`src/rtl/fecs_pkg.sv`:
```
// Summary of operation
// device preprograms and verifies sector before erase
// erased sector words read all ones
// erased whole array words read all ones
// host sends six writes for sector erase
// host sends six writes for chip erase
// acceptance window timed from last strobe
// extra sector writes queue during window
// host spaces extra sector writes under limit; the host only flags the gap in gap_open and still sends a late OP_ADD
// other command in window abandons erase
// window expiry status bit is readable
// erase end returns device to array read
// erasing sector reads give polling and toggle
// sector erase honours only suspend
// chip erase ignores every command
// hardware reset ends erase; host reissues; the host only pulses FL_RESET_N and never reissues the erase itself
// erase pass runs self-timed
// unlock-skip mode drops two unlock writes; the host only stores the bit for status and still sends every unlock write
// suspend write stops erase within limit
// resume writes erase command to sector
// mismatched sequence write is discarded
package fecs_pkg;

  localparam int ADDR_W = 24;
  localparam int DATA_W = 16;

  // flash command cycles
  localparam logic [ADDR_W-1:0] UNLOCK_ADDR1 = 24'h000555;
  localparam logic [ADDR_W-1:0] UNLOCK_ADDR2 = 24'h0002aa;
  localparam logic [DATA_W-1:0] UNLOCK_DATA1 = 16'h00aa;
  localparam logic [DATA_W-1:0] UNLOCK_DATA2 = 16'h0055;
  localparam logic [DATA_W-1:0] SETUP_DATA   = 16'h0080;
  localparam logic [DATA_W-1:0] SECTOR_CMD   = 16'h0030;
  localparam logic [DATA_W-1:0] CHIP_CMD     = 16'h0010;
  localparam logic [DATA_W-1:0] SUSPEND_CMD  = 16'h00b0;
  localparam logic [DATA_W-1:0] ERASED_WORD  = 16'hffff;

  // status bit positions in a flash read word
  localparam int DATA_POLL_POS   = 7;
  localparam int TOGGLE_POS      = 6;
  localparam int WIN_EXPIRED_POS = 3;
  localparam int SECT_TOGGLE_POS = 2;

  // timing at 250 MHz
  localparam int CLK_MHZ          = 250;
  localparam int EXTRA_GAP_US     = 50;
  localparam int EXTRA_GAP_CYC    = EXTRA_GAP_US * CLK_MHZ - 1;
  localparam int WE_LOW_NS        = 40;
  localparam int WE_HIGH_NS       = 40;
  localparam int CLK_NS           = 4;
  localparam int WE_LOW_CYC       = (WE_LOW_NS + CLK_NS - 1) / CLK_NS;
  localparam int WE_HIGH_CYC      = (WE_HIGH_NS + CLK_NS - 1) / CLK_NS;
  localparam int RD_NS            = 80;
  localparam int RD_CYC           = (RD_NS + CLK_NS - 1) / CLK_NS;
  localparam int CNT_W            = 16;

  // software register map
  localparam logic [3:0] REG_CTRL   = 4'h0;
  localparam logic [3:0] REG_SECTOR = 4'h1;
  localparam logic [3:0] REG_STATUS = 4'h2;
  localparam logic [3:0] REG_RDWORD = 4'h3;

  // control register command codes
  localparam logic [2:0] OP_SECTOR  = 3'h1;
  localparam logic [2:0] OP_CHIP    = 3'h2;
  localparam logic [2:0] OP_ADD     = 3'h3;
  localparam logic [2:0] OP_SUSPEND = 3'h4;
  localparam logic [2:0] OP_RESUME  = 3'h5;
  localparam logic [2:0] OP_READ    = 3'h6;
  localparam logic [2:0] OP_RESET   = 3'h7;

  localparam int RESET_CYC = 125;

  typedef enum logic [2:0] {
    ST_IDLE, ST_SETUP, ST_WE_LOW, ST_WE_HIGH, ST_RD, ST_RST
  } fecs_state_e;

endpackage : fecs_pkg

```
`src/rtl/fecs_host.sv`:
```
// Added by the designer: the strobed register port and the register offsets.
`timescale 1ns/1ns
module fecs_host
  import fecs_pkg::*;
(
  // clock and reset
  input  wire logic              CLK,
  input  wire logic              RSTN,
  // software port
  input  wire logic [3:0]        REG_ADDR,
  input  wire logic [31:0]       REG_WDATA,
  input  wire logic              REG_WR,
  input  wire logic              REG_RD,
  output logic      [31:0]       REG_RDATA,
  // flash pins
  output logic      [ADDR_W-1:0] FL_ADDR,
  output logic      [DATA_W-1:0] FL_DQ_O,
  output logic                   FL_DQ_OE,
  input  wire logic [DATA_W-1:0] FL_DQ_I,
  output logic                   FL_CE_N,
  output logic                   FL_WE_N,
  output logic                   FL_OE_N,
  output logic                   FL_RESET_N
);

  fecs_state_e            state;
  logic [ADDR_W-1:0]      seq_addr [6];
  logic [DATA_W-1:0]      seq_data [6];
  logic [2:0]             seq_len;
  logic [2:0]             seq_idx;
  logic [CNT_W-1:0]       cnt;
  logic [ADDR_W-1:0]      sector;
  logic [DATA_W-1:0]      rd_word;
  logic [DATA_W-1:0]      dq_s1, dq_s2, dq_s3;
  logic [CNT_W-1:0]       gap_cnt;
  logic                   gap_open;
  logic                   busy;
  logic                   unlock_skip;
  logic                   start;
  logic [2:0]             op;

  assign op    = REG_WDATA[2:0];
  assign start = REG_WR && REG_ADDR == REG_CTRL && state == ST_IDLE;

  // read data one cycle after the strobe
  always_ff @(posedge CLK) begin
    if (!RSTN) begin
      REG_RDATA <= 32'h0;
    end else if (REG_RD) begin
      case (REG_ADDR)
        REG_SECTOR: REG_RDATA <= {{(32-ADDR_W){1'b0}}, sector};
        REG_STATUS: REG_RDATA <= {29'h0, unlock_skip, gap_open, busy};
        REG_RDWORD: REG_RDATA <= {16'h0, rd_word};
        default:    REG_RDATA <= 32'h0;
      endcase
    end else begin
      REG_RDATA <= 32'h0;
    end
  end

  always_ff @(posedge CLK) begin
    if (!RSTN) begin
      sector      <= '0;
      unlock_skip <= 1'b0;
    end else if (REG_WR && REG_ADDR == REG_SECTOR) begin
      sector      <= REG_WDATA[ADDR_W-1:0];
      unlock_skip <= REG_WDATA[31];
    end
  end

  // load the command sequence for the chosen operation
  always_ff @(posedge CLK) begin
    if (!RSTN) begin
      seq_len <= 3'h0;
      for (int i = 0; i < 6; i++) begin
        seq_addr[i] <= '0;
        seq_data[i] <= '0;
      end
    end else if (start) begin
      seq_addr[0] <= UNLOCK_ADDR1;
      seq_data[0] <= UNLOCK_DATA1;
      seq_addr[1] <= UNLOCK_ADDR2;
      seq_data[1] <= UNLOCK_DATA2;
      seq_addr[2] <= UNLOCK_ADDR1;
      seq_data[2] <= SETUP_DATA;
      seq_addr[3] <= UNLOCK_ADDR1;
      seq_data[3] <= UNLOCK_DATA1;
      seq_addr[4] <= UNLOCK_ADDR2;
      seq_data[4] <= UNLOCK_DATA2;
      seq_addr[5] <= sector;
      seq_data[5] <= SECTOR_CMD;
      seq_len     <= 3'h6;
      case (op)
        OP_CHIP: begin
          seq_addr[5] <= UNLOCK_ADDR1;
          seq_data[5] <= CHIP_CMD;
        end
        OP_ADD, OP_RESUME: begin
          seq_addr[0] <= sector;
          seq_data[0] <= SECTOR_CMD;
          seq_len     <= 3'h1;
        end
        OP_SUSPEND: begin
          seq_addr[0] <= sector;
          seq_data[0] <= SUSPEND_CMD;
          seq_len     <= 3'h1;
        end
        default: begin
        end
      endcase
    end
  end

  // bus cycle sequencer
  always_ff @(posedge CLK) begin
    if (!RSTN) begin
      state   <= ST_IDLE;
      seq_idx <= 3'h0;
      cnt     <= '0;
    end else begin
      case (state)
        ST_IDLE: begin
          seq_idx <= 3'h0;
          cnt     <= '0;
          if (start) begin
            if (op == OP_READ) state <= ST_RD;
            else if (op == OP_RESET) state <= ST_RST;
            else if (op != 3'h0) state <= ST_SETUP;
          end
        end
        ST_SETUP: state <= ST_WE_LOW;
        ST_WE_LOW: begin
          cnt <= cnt + 1'b1;
          if (cnt == CNT_W'(WE_LOW_CYC - 1)) begin
            cnt   <= '0;
            state <= ST_WE_HIGH;
          end
        end
        ST_WE_HIGH: begin
          cnt <= cnt + 1'b1;
          if (cnt == CNT_W'(WE_HIGH_CYC - 1)) begin
            cnt     <= '0;
            seq_idx <= seq_idx + 1'b1;
            state   <= (seq_idx + 1'b1 == seq_len) ? ST_IDLE : ST_SETUP;
          end
        end
        ST_RD, ST_RST: begin
          cnt <= cnt + 1'b1;
          if (cnt == CNT_W'((state == ST_RD ? RD_CYC : RESET_CYC) - 1)) state <= ST_IDLE;
        end
        default: state <= ST_IDLE;
      endcase
    end
  end

  // pins driven from flops
  always_ff @(posedge CLK) begin
    if (!RSTN) begin
      FL_ADDR    <= '0;
      FL_DQ_O    <= '0;
      FL_DQ_OE   <= 1'b0;
      FL_CE_N    <= 1'b1;
      FL_WE_N    <= 1'b1;
      FL_OE_N    <= 1'b1;
      FL_RESET_N <= 1'b1;
    end else begin
      // chip select stays low past the strobe's rising edge, where the write lands
      FL_CE_N    <= !(state == ST_SETUP || state == ST_WE_LOW || state == ST_WE_HIGH
                      || state == ST_RD);
      FL_WE_N    <= state != ST_WE_LOW;
      FL_OE_N    <= state != ST_RD;
      FL_DQ_OE   <= state == ST_SETUP || state == ST_WE_LOW || state == ST_WE_HIGH;
      FL_RESET_N <= state != ST_RST;
      if (state == ST_SETUP) begin
        FL_ADDR <= seq_addr[seq_idx];
        FL_DQ_O <= seq_data[seq_idx];
      end else if (state == ST_IDLE && start && op == OP_READ) begin
        FL_ADDR <= sector;
      end
    end
  end

  // pin input synchroniser and status word capture
  always_ff @(posedge CLK) begin
    if (!RSTN) begin
      dq_s1   <= '0;
      dq_s2   <= '0;
      dq_s3   <= '0;
      rd_word <= '0;
    end else begin
      dq_s1 <= FL_DQ_I;
      dq_s2 <= dq_s1;
      dq_s3 <= dq_s2;
      if (state == ST_RD && cnt == CNT_W'(RD_CYC - 1) && dq_s2 == dq_s3) begin
        rd_word <= dq_s3;
      end
    end
  end

  // time since the last sector write; extra writes must fall inside
  always_ff @(posedge CLK) begin
    if (!RSTN) begin
      gap_cnt  <= '0;
      gap_open <= 1'b0;
    end else if (state == ST_WE_HIGH && seq_data[seq_idx] == SECTOR_CMD
                 && cnt == '0) begin
      gap_cnt  <= '0;
      gap_open <= 1'b1;
    end else if (gap_open) begin
      gap_cnt <= gap_cnt + 1'b1;
      if (gap_cnt == CNT_W'(EXTRA_GAP_CYC - 1)) gap_open <= 1'b0;
    end
  end

  assign busy = state != ST_IDLE;

endmodule : fecs_host

```
`config.mk`:
```
export PLATFORM = sky130hd
export DESIGN_NAME = fecs_host
export DESIGN_NICKNAME = d
export VERILOG_FILES = /design/src/rtl/fecs_pkg.sv /design/src/rtl/fecs_host.sv
export SDC_FILE = /design/constraint.sdc
export NUM_CORES = 1
export LEC_CHECK = 0
export BUFFER_PORTS_ARGS = -buffer_cell sky130_fd_sc_hd__buf_2
export CAP_MARGIN = 15
export CORE_ASPECT_RATIO = 1.2
export CORE_MARGIN = 2
export CORE_UTILIZATION = 55
export DETAILED_ROUTE_END_ITERATION = 12
export PLACE_DENSITY = 0.81
export SETUP_SLACK_MARGIN = 0.2
export SKIP_CTS_REPAIR_TIMING = 1
export SLEW_MARGIN = 10
export SYNTH_ARGS = -nofsm -noshare
export SYNTH_HDL_FRONTEND = slang
export SYNTH_SLANG_ARGS = --single-unit
export TNS_END_PERCENT = 30
```
`constraint.sdc`:
```
create_clock -name CLK -period 4 [get_ports CLK]
set_input_delay 0.2 -clock CLK [delete_from_list [all_inputs] [get_ports CLK]]
set_output_delay 0.2 -clock CLK [all_outputs]
set_load 0.01 [all_outputs]
```
# Word-level counts from Yosys, hierarchy flattened
# Memories as Yosys holds them, arrays and structs flattened. A register that Yosys moved wholly into a read port is not among the register bits.
# Index checks and enable logic that the tools add are counted.
# Widths: inputs -> output; s select.
# classes
addsub	4
n_eq_ne	29
n_mux	59
bitwise	19
n_reduce_logical	29
# op_table
operator	count
$mux 24	11
$mux 8	9
$pmux 24 s3	1
$pmux 16 s3	1
$mux 3	13
$add 16x1->16 const B	2
$eq 16x16->1	2
$mux 1	20
$eq 3x3->1 const B	6
$or 1x1->1	18
$eq 16x14->1 const B	1
$eq 16x4->1 const B	1
$eq 16x5->1 const B	1
$eq 16x6->1 const B	1
$logic_not 16->1	1
$mux 16	1
$pmux 3 s5	1
$eq 3x2->1 const B	4
$logic_and 1x1->1	9
$reduce_bool 3->1	3
$eq 4x2->1 const B	2
$ne 2x2->1 const B	4
$reduce_or 2->1	4
$sub 7x1->8 const B	1
other kinds (18)	23
# totals
register_bits	208
ram_bits	192
in_bits	56
output_inout_bits	77
wordCells	162
memories	2
# memory_table
memory	depth	word_bits	rd	rd_ports_with_merged_regs	write_ports	line	source
seq_addr	6	24	1	1	6	fecs_host.sv:27	logic [ADDR_W-1:0] seq_addr [6];
seq_data	6	8	1	1	6	fecs_host.sv:28	logic [DATA_W-1:0] seq_data [6];

# Longest topological paths before layout
# depth
ltp_word	9
mapped_depth	8

# Worst setup path after synthesis
# OpenSTA, ideal clock, no wires.
# synth_timing
kind	input -> register
start	input REG_ADDR[0]
end	memory seq_addr[0][0] (enable)
setup_ns	0.412
t_arrival_ns	2.455
path_slack_ns	1.133
path_stages	4
path_buffers	1
path_cell_list	clkbuf_1 > or4_1 > or3_1 > nand2_1
# synth_lines
item	line	source
start, declared	fecs_host.sv:10	input wire logic [3:0] REG_ADDR,
end, declared	fecs_host.sv:27	

# Worst setup path in the final report
# layout_timing
start	register state[2]
end	register rd_word[0]
# layout_between
elab_chain_cells	3
# layout_lines
item	line	source
start, declared	fecs_host.sv:26	fecs_state_e state;
start signal, assigned	fecs_host.sv:144	state <= (seq_idx + 1'b1 == seq_len) ? ST_IDLE : ST_SETUP;
$eq 3x3->1	fecs_host.sv:194	if (state == ST_RD && cnt == CNT_W'(RD_CYC - 1) && dq_s2 == dq_s3) begin
$logic_and 1x1->1 (2 in a row)	fecs_host.sv:194	
end signal, assigned	fecs_host.sv:195	rd_word <= dq_s3;
end, declared	fecs_host.sv:33	logic [DATA_W-1:0] rd_word;
# No other way between the ends.
# A chain may end at the register's enable or synchronous reset.

==> results.md <==
STA:
- The number of pins with negative max-slew slack in the final report was 0.
- The minimum clock period is 2.832 ns.
- For the final routed database, the setup TNS stands at 0 ns.
- Of the available clock period, the critical path in the final layout requires 70.80%.
- The hold violation total from the final report is 0.
- The number of endpoints failing setup at the final stage is 0.
- The maximum achievable frequency is 0.3531 GHz.
- The setup slack after layout is 1.168 ns.
- The worst max-slew margin expressed relative to the limit is 29.70%.
- The final setup skew is 0.01259 ns.
- Setup repair after global routing left no endpoint under its margin.
- The worst-margin pin slew is 1.055 ns.

Pwr:
- In this run the power density over the cells is 496.7 nW/um^2.
- The worst-case IR drop observed on VDD is 372.6 uV.
- The analysis attributes to cell leakage a power of 4.463 nW.

Setup path:
- The maximum net fanout on the critical path is 16.
- The highest-delay cell along the critical path is or4_1.
- The largest delay contributor family on the critical path is simple AND/OR/NAND/NOR gates.
- The arrival time of the worst setup path is 3.20 ns.
- The longest individual stage delay on the worst path is 0.85 ns.
- The worst setup path is of the reg -> reg kind.
- STA puts the critical path data required time at 4.37 ns.
- For the worst flop-to-flop path, the logic depth is 5.
- Traced cell by cell, the critical path runs through nor3b_1 > nand4_1 > or4_1 > o21ai_0 > a21oi_1.
- The sum of buffers and inverters on the critical path is 0.
- The category of the worst setup path launch point is a flip-flop.
- The worst reg2reg path endpoint is rd_word[0].
- Setup slack on the worst reg-to-reg path comes out at 1.17 ns.
- The type of element capturing the critical path is a flip-flop.
- The beginning of the worst register-to-register path is state[2].

Hold path:
- The hold path endpoint is state[0].
- The number of cells on the worst hold path is 3.
- The startpoint of the most critical hold path is RSTN.
- In this run the worst hold path is classified as in -> reg.

Die:
- The floorplan step set the die width to 125.6 um.
- The die is 149.9 um tall.
- The number of placement rows is 53.
- The effective utilization at floorplan is 55.93%.
- The die area is 18820 um^2.
- The standard cell core area is 17440 um^2.
- In this run the count of I/O pins placed on the die edge is 133.

Place:
- At the placement stage, the worst setup path has a slack of 1.239 ns.
- Input and output buffers added on the ports amount to 109.
- The routability congestion estimate is 0.8944.
- Detailed placement ended at an HPWL of 14.17 mm.

Finish:
- The proportion of layout cells with a drive suffix above 1 is 16.30%.
- 0 antenna diodes ended up in the layout.
- The total number of nets in the final design is 1192.
- Leaving out fill and tap cells, the most frequent cell in the layout is dfxtp_1.
- The sequential cells in the finished layout cover a total of 5455 um^2.
- From synthesis to final layout, the design area changed by 19.10%.
- The footprint of the multi-input gates is 3958 um^2.
- The top cell types in the final layout, fill and taps aside, are dfxtp_1 (193), nand2_1 (119), buf_2 (109).
- The filler cell count in the final layout is 1340.

Clocking:
- The clock tree buffer depth is 3.
- The number of levels the H-tree was split into is 1.
- The cell sitting at the root of the clock tree is a clkbuf_16.
- After clock tree synthesis, the clock-pin slew on the worst setup and hold paths is 0.07 ns.
- The number of buffers created by CTS is 24.
- The TritonCTS clock tree is built.
- The clock latency at the later pin of the worst-skew pair is 0.52 ns.
- The clock net sink count is 246.

Global routing:
- The pin count of the biggest net entering global routing is 58.
- Global routing used 21.95% of the available tracks across all layers.
- The number of antenna violations at the first check in global routing is 2.
- For this run the aggregate overflow at the end of global routing stands at 0.
- The first global-routing pass estimated 34.00 mm of wire.
- The via count of the first global-routing pass is 7009.

Logic synthesis:
- Yosys printed 0 warnings.
- The number of enable flip-flop cells after synthesis is 53.
- Summing the sequential cell areas from Yosys gives 55.93% of the chip area.
- Counting every instance in the synthesized netlist gives 1005.
- The top flip-flop cell by instance count after synthesis is dfxtp_1.
- After synthesis, the largest area contributor takes up 39.61% of total cell area.
- The cell area that synthesis handed to floorplanning was 9754 um^2.
- The library cell occupying the most area in the post-synthesis netlist is dfxtp_1.
- The count of cell types in the netlist is 60.
- The async set-or-reset flop fraction in the synthesized netlist is 0%.
- By area the synthesized netlist is led by dfxtp_1 (40%), edfxtp_1 (16%), and2_1 (6.2%).
- Synthesis inferred 246 register bits.
- The average size of a mapped cell is 9.706 um^2.

Run status:
- The run finished with clean final reports.

Routing:
- The first detailed-routing pass took 5 iterations.
- The via-per-instance ratio is 5.557.
- The number of vias in the routed layout is 7596.
- The count of nets left with antenna violations after detail routing is 0.
- The routed length per instance is 16.15 um.
- Wires add up to 22.07 mm.
- The detailed router finished its first iteration with 577 violations.
- In the routed design, unresolved DRC markers number 0.

Job:
- The number of maximum-capacitance constraint violations is 0.
==> cell type report <==
cell class	count	share of cell area [%]
Inverter	10	0.3231
Clock buffer	34	6.365
Tap cell	220	2.369
Sequential cell	246	46.96
Multi-Input combinational cell	683	34.07
Timing Repair Buffer	165	9.198
Clock inverter	9	0.7216
==> cells by family (layout without fill, tap and decap cells) <==
logic type / Yosys count / after routing / share of synthesized area [%]
other: 1 / 16 / 0.03844
flip-flops: 246 / 246 / 55.93
XOR/XNOR: 43 / 43 / 3.861
AO/OA/AOI/OAI: 190 / 190 / 12.71
multiplexers: 2 / 2 / 0.2309
adder cells (fa/ha/maj): 6 / 6 / 0.7696
buffers and inverters: 91 / 218 / 4.361
AND/OR/NAND/NOR: 426 / 426 / 22.10
==> state kept, by name (all words and copies together) (netlist names), 5 cells and up, named ones only <==
name and flops:
FL_ADDR 24, seq_addr 48, dq_s2 16, seq_data 7, FL_DQ_O 5, sector 24
dq_s1 16, cnt 16, dq_s3 16, gap_cnt 16, rd_word 16, REG_RDATA 24
==> worst min-delay path, delay by kind of cell <==
| kind | cells | cell delay (ns) |
|---|---|---|
| buffers and inverters | 1 | 0.19 |
| AOI/OAI and AO/OA | 2 | 0.19 |
==> report_power, final <==
| group | total [mW] | leakage [nW] | switching [mW] | internal [mW] |
|---|---|---|---|---|
| Sequential | 2.81 | 2.12 | 0.115 | 2.69 |
| Clock | 2.29 | 0.411 | 0.936 | 1.35 |
| Combinational | 0.676 | 1.94 | 0.395 | 0.281 |
| Total | 5.77 | 4.46 | 1.45 | 4.32 |
==> cell usage after synthesis, types with 4 or more instances <==
cell / number
nor4_1: 6
buf_4: 19
nand2_1: 120
xor2_1: 23
or3_1: 4
a22oi_1: 22
a21oi_1: 71
inv_1: 10
o211ai_1: 5
nor2b_1: 6
nand3_1: 34
dfxtp_1: 193
nand4_1: 12
clkbuf_1: 57
nand2b_1: 4
a311oi_1: 16
xnor2_1: 20
nor2_1: 92
nand3b_1: 5
a221oi_1: 19
and3_1: 8
or4_1: 6
ha_1: 6
buf_2: 4
o21ai_0: 20
edfxtp_1: 53
or2_2: 4
and2_1: 97
nor3_1: 12
o21ai_1: 10
==> per-layer routing <==
metal  share of wire [%]  up-vias  track usage, %
met5               0.059        -               0
li1                    -     3719               -
met4                 3.2        2           9.167
met1                  40     3557           26.68
met2                  50      261           39.03
met3                 6.3       57           3.218
==> stage by stage <==
step | utilization [%] | instances | cell area (um^2) | hold slack, ns | power, mW
after global placement | 59.50 | 1283 | 10380 | 0.4056 | 3.473
after CTS | 64.22 | 1326 | 11200 | -0.1333 | 5.766
after floorplan | - | 1020 | 9811 | 0.3273 | 3.250
final | 66.61 | 1367 | 11620 | 0.1114 | 5.771
after global routing | 66.61 | 1367 | 11620 | 0.1448 | 6.001
after detailed placement | 59.50 | 1283 | 10380 | 0.4081 | 3.498
==> worst max path at each step <==
stage	startpoint	endpoint	slack [ns]	cells past startpoint
floorplan	REG_ADDR[0]	seq_addr[0][0]	1.13	4
global placement	state[2]	rd_word[0]	1.30	5
detailed placement	state[2]	rd_word[0]	1.24	5
CTS	state[2]	rd_word[0]	1.17	5
global route	state[2]	rd_word[0]	0.96	5
finish	state[2]	rd_word[0]	1.17	5
Note: power is estimated with default switching activity, not from simulation.
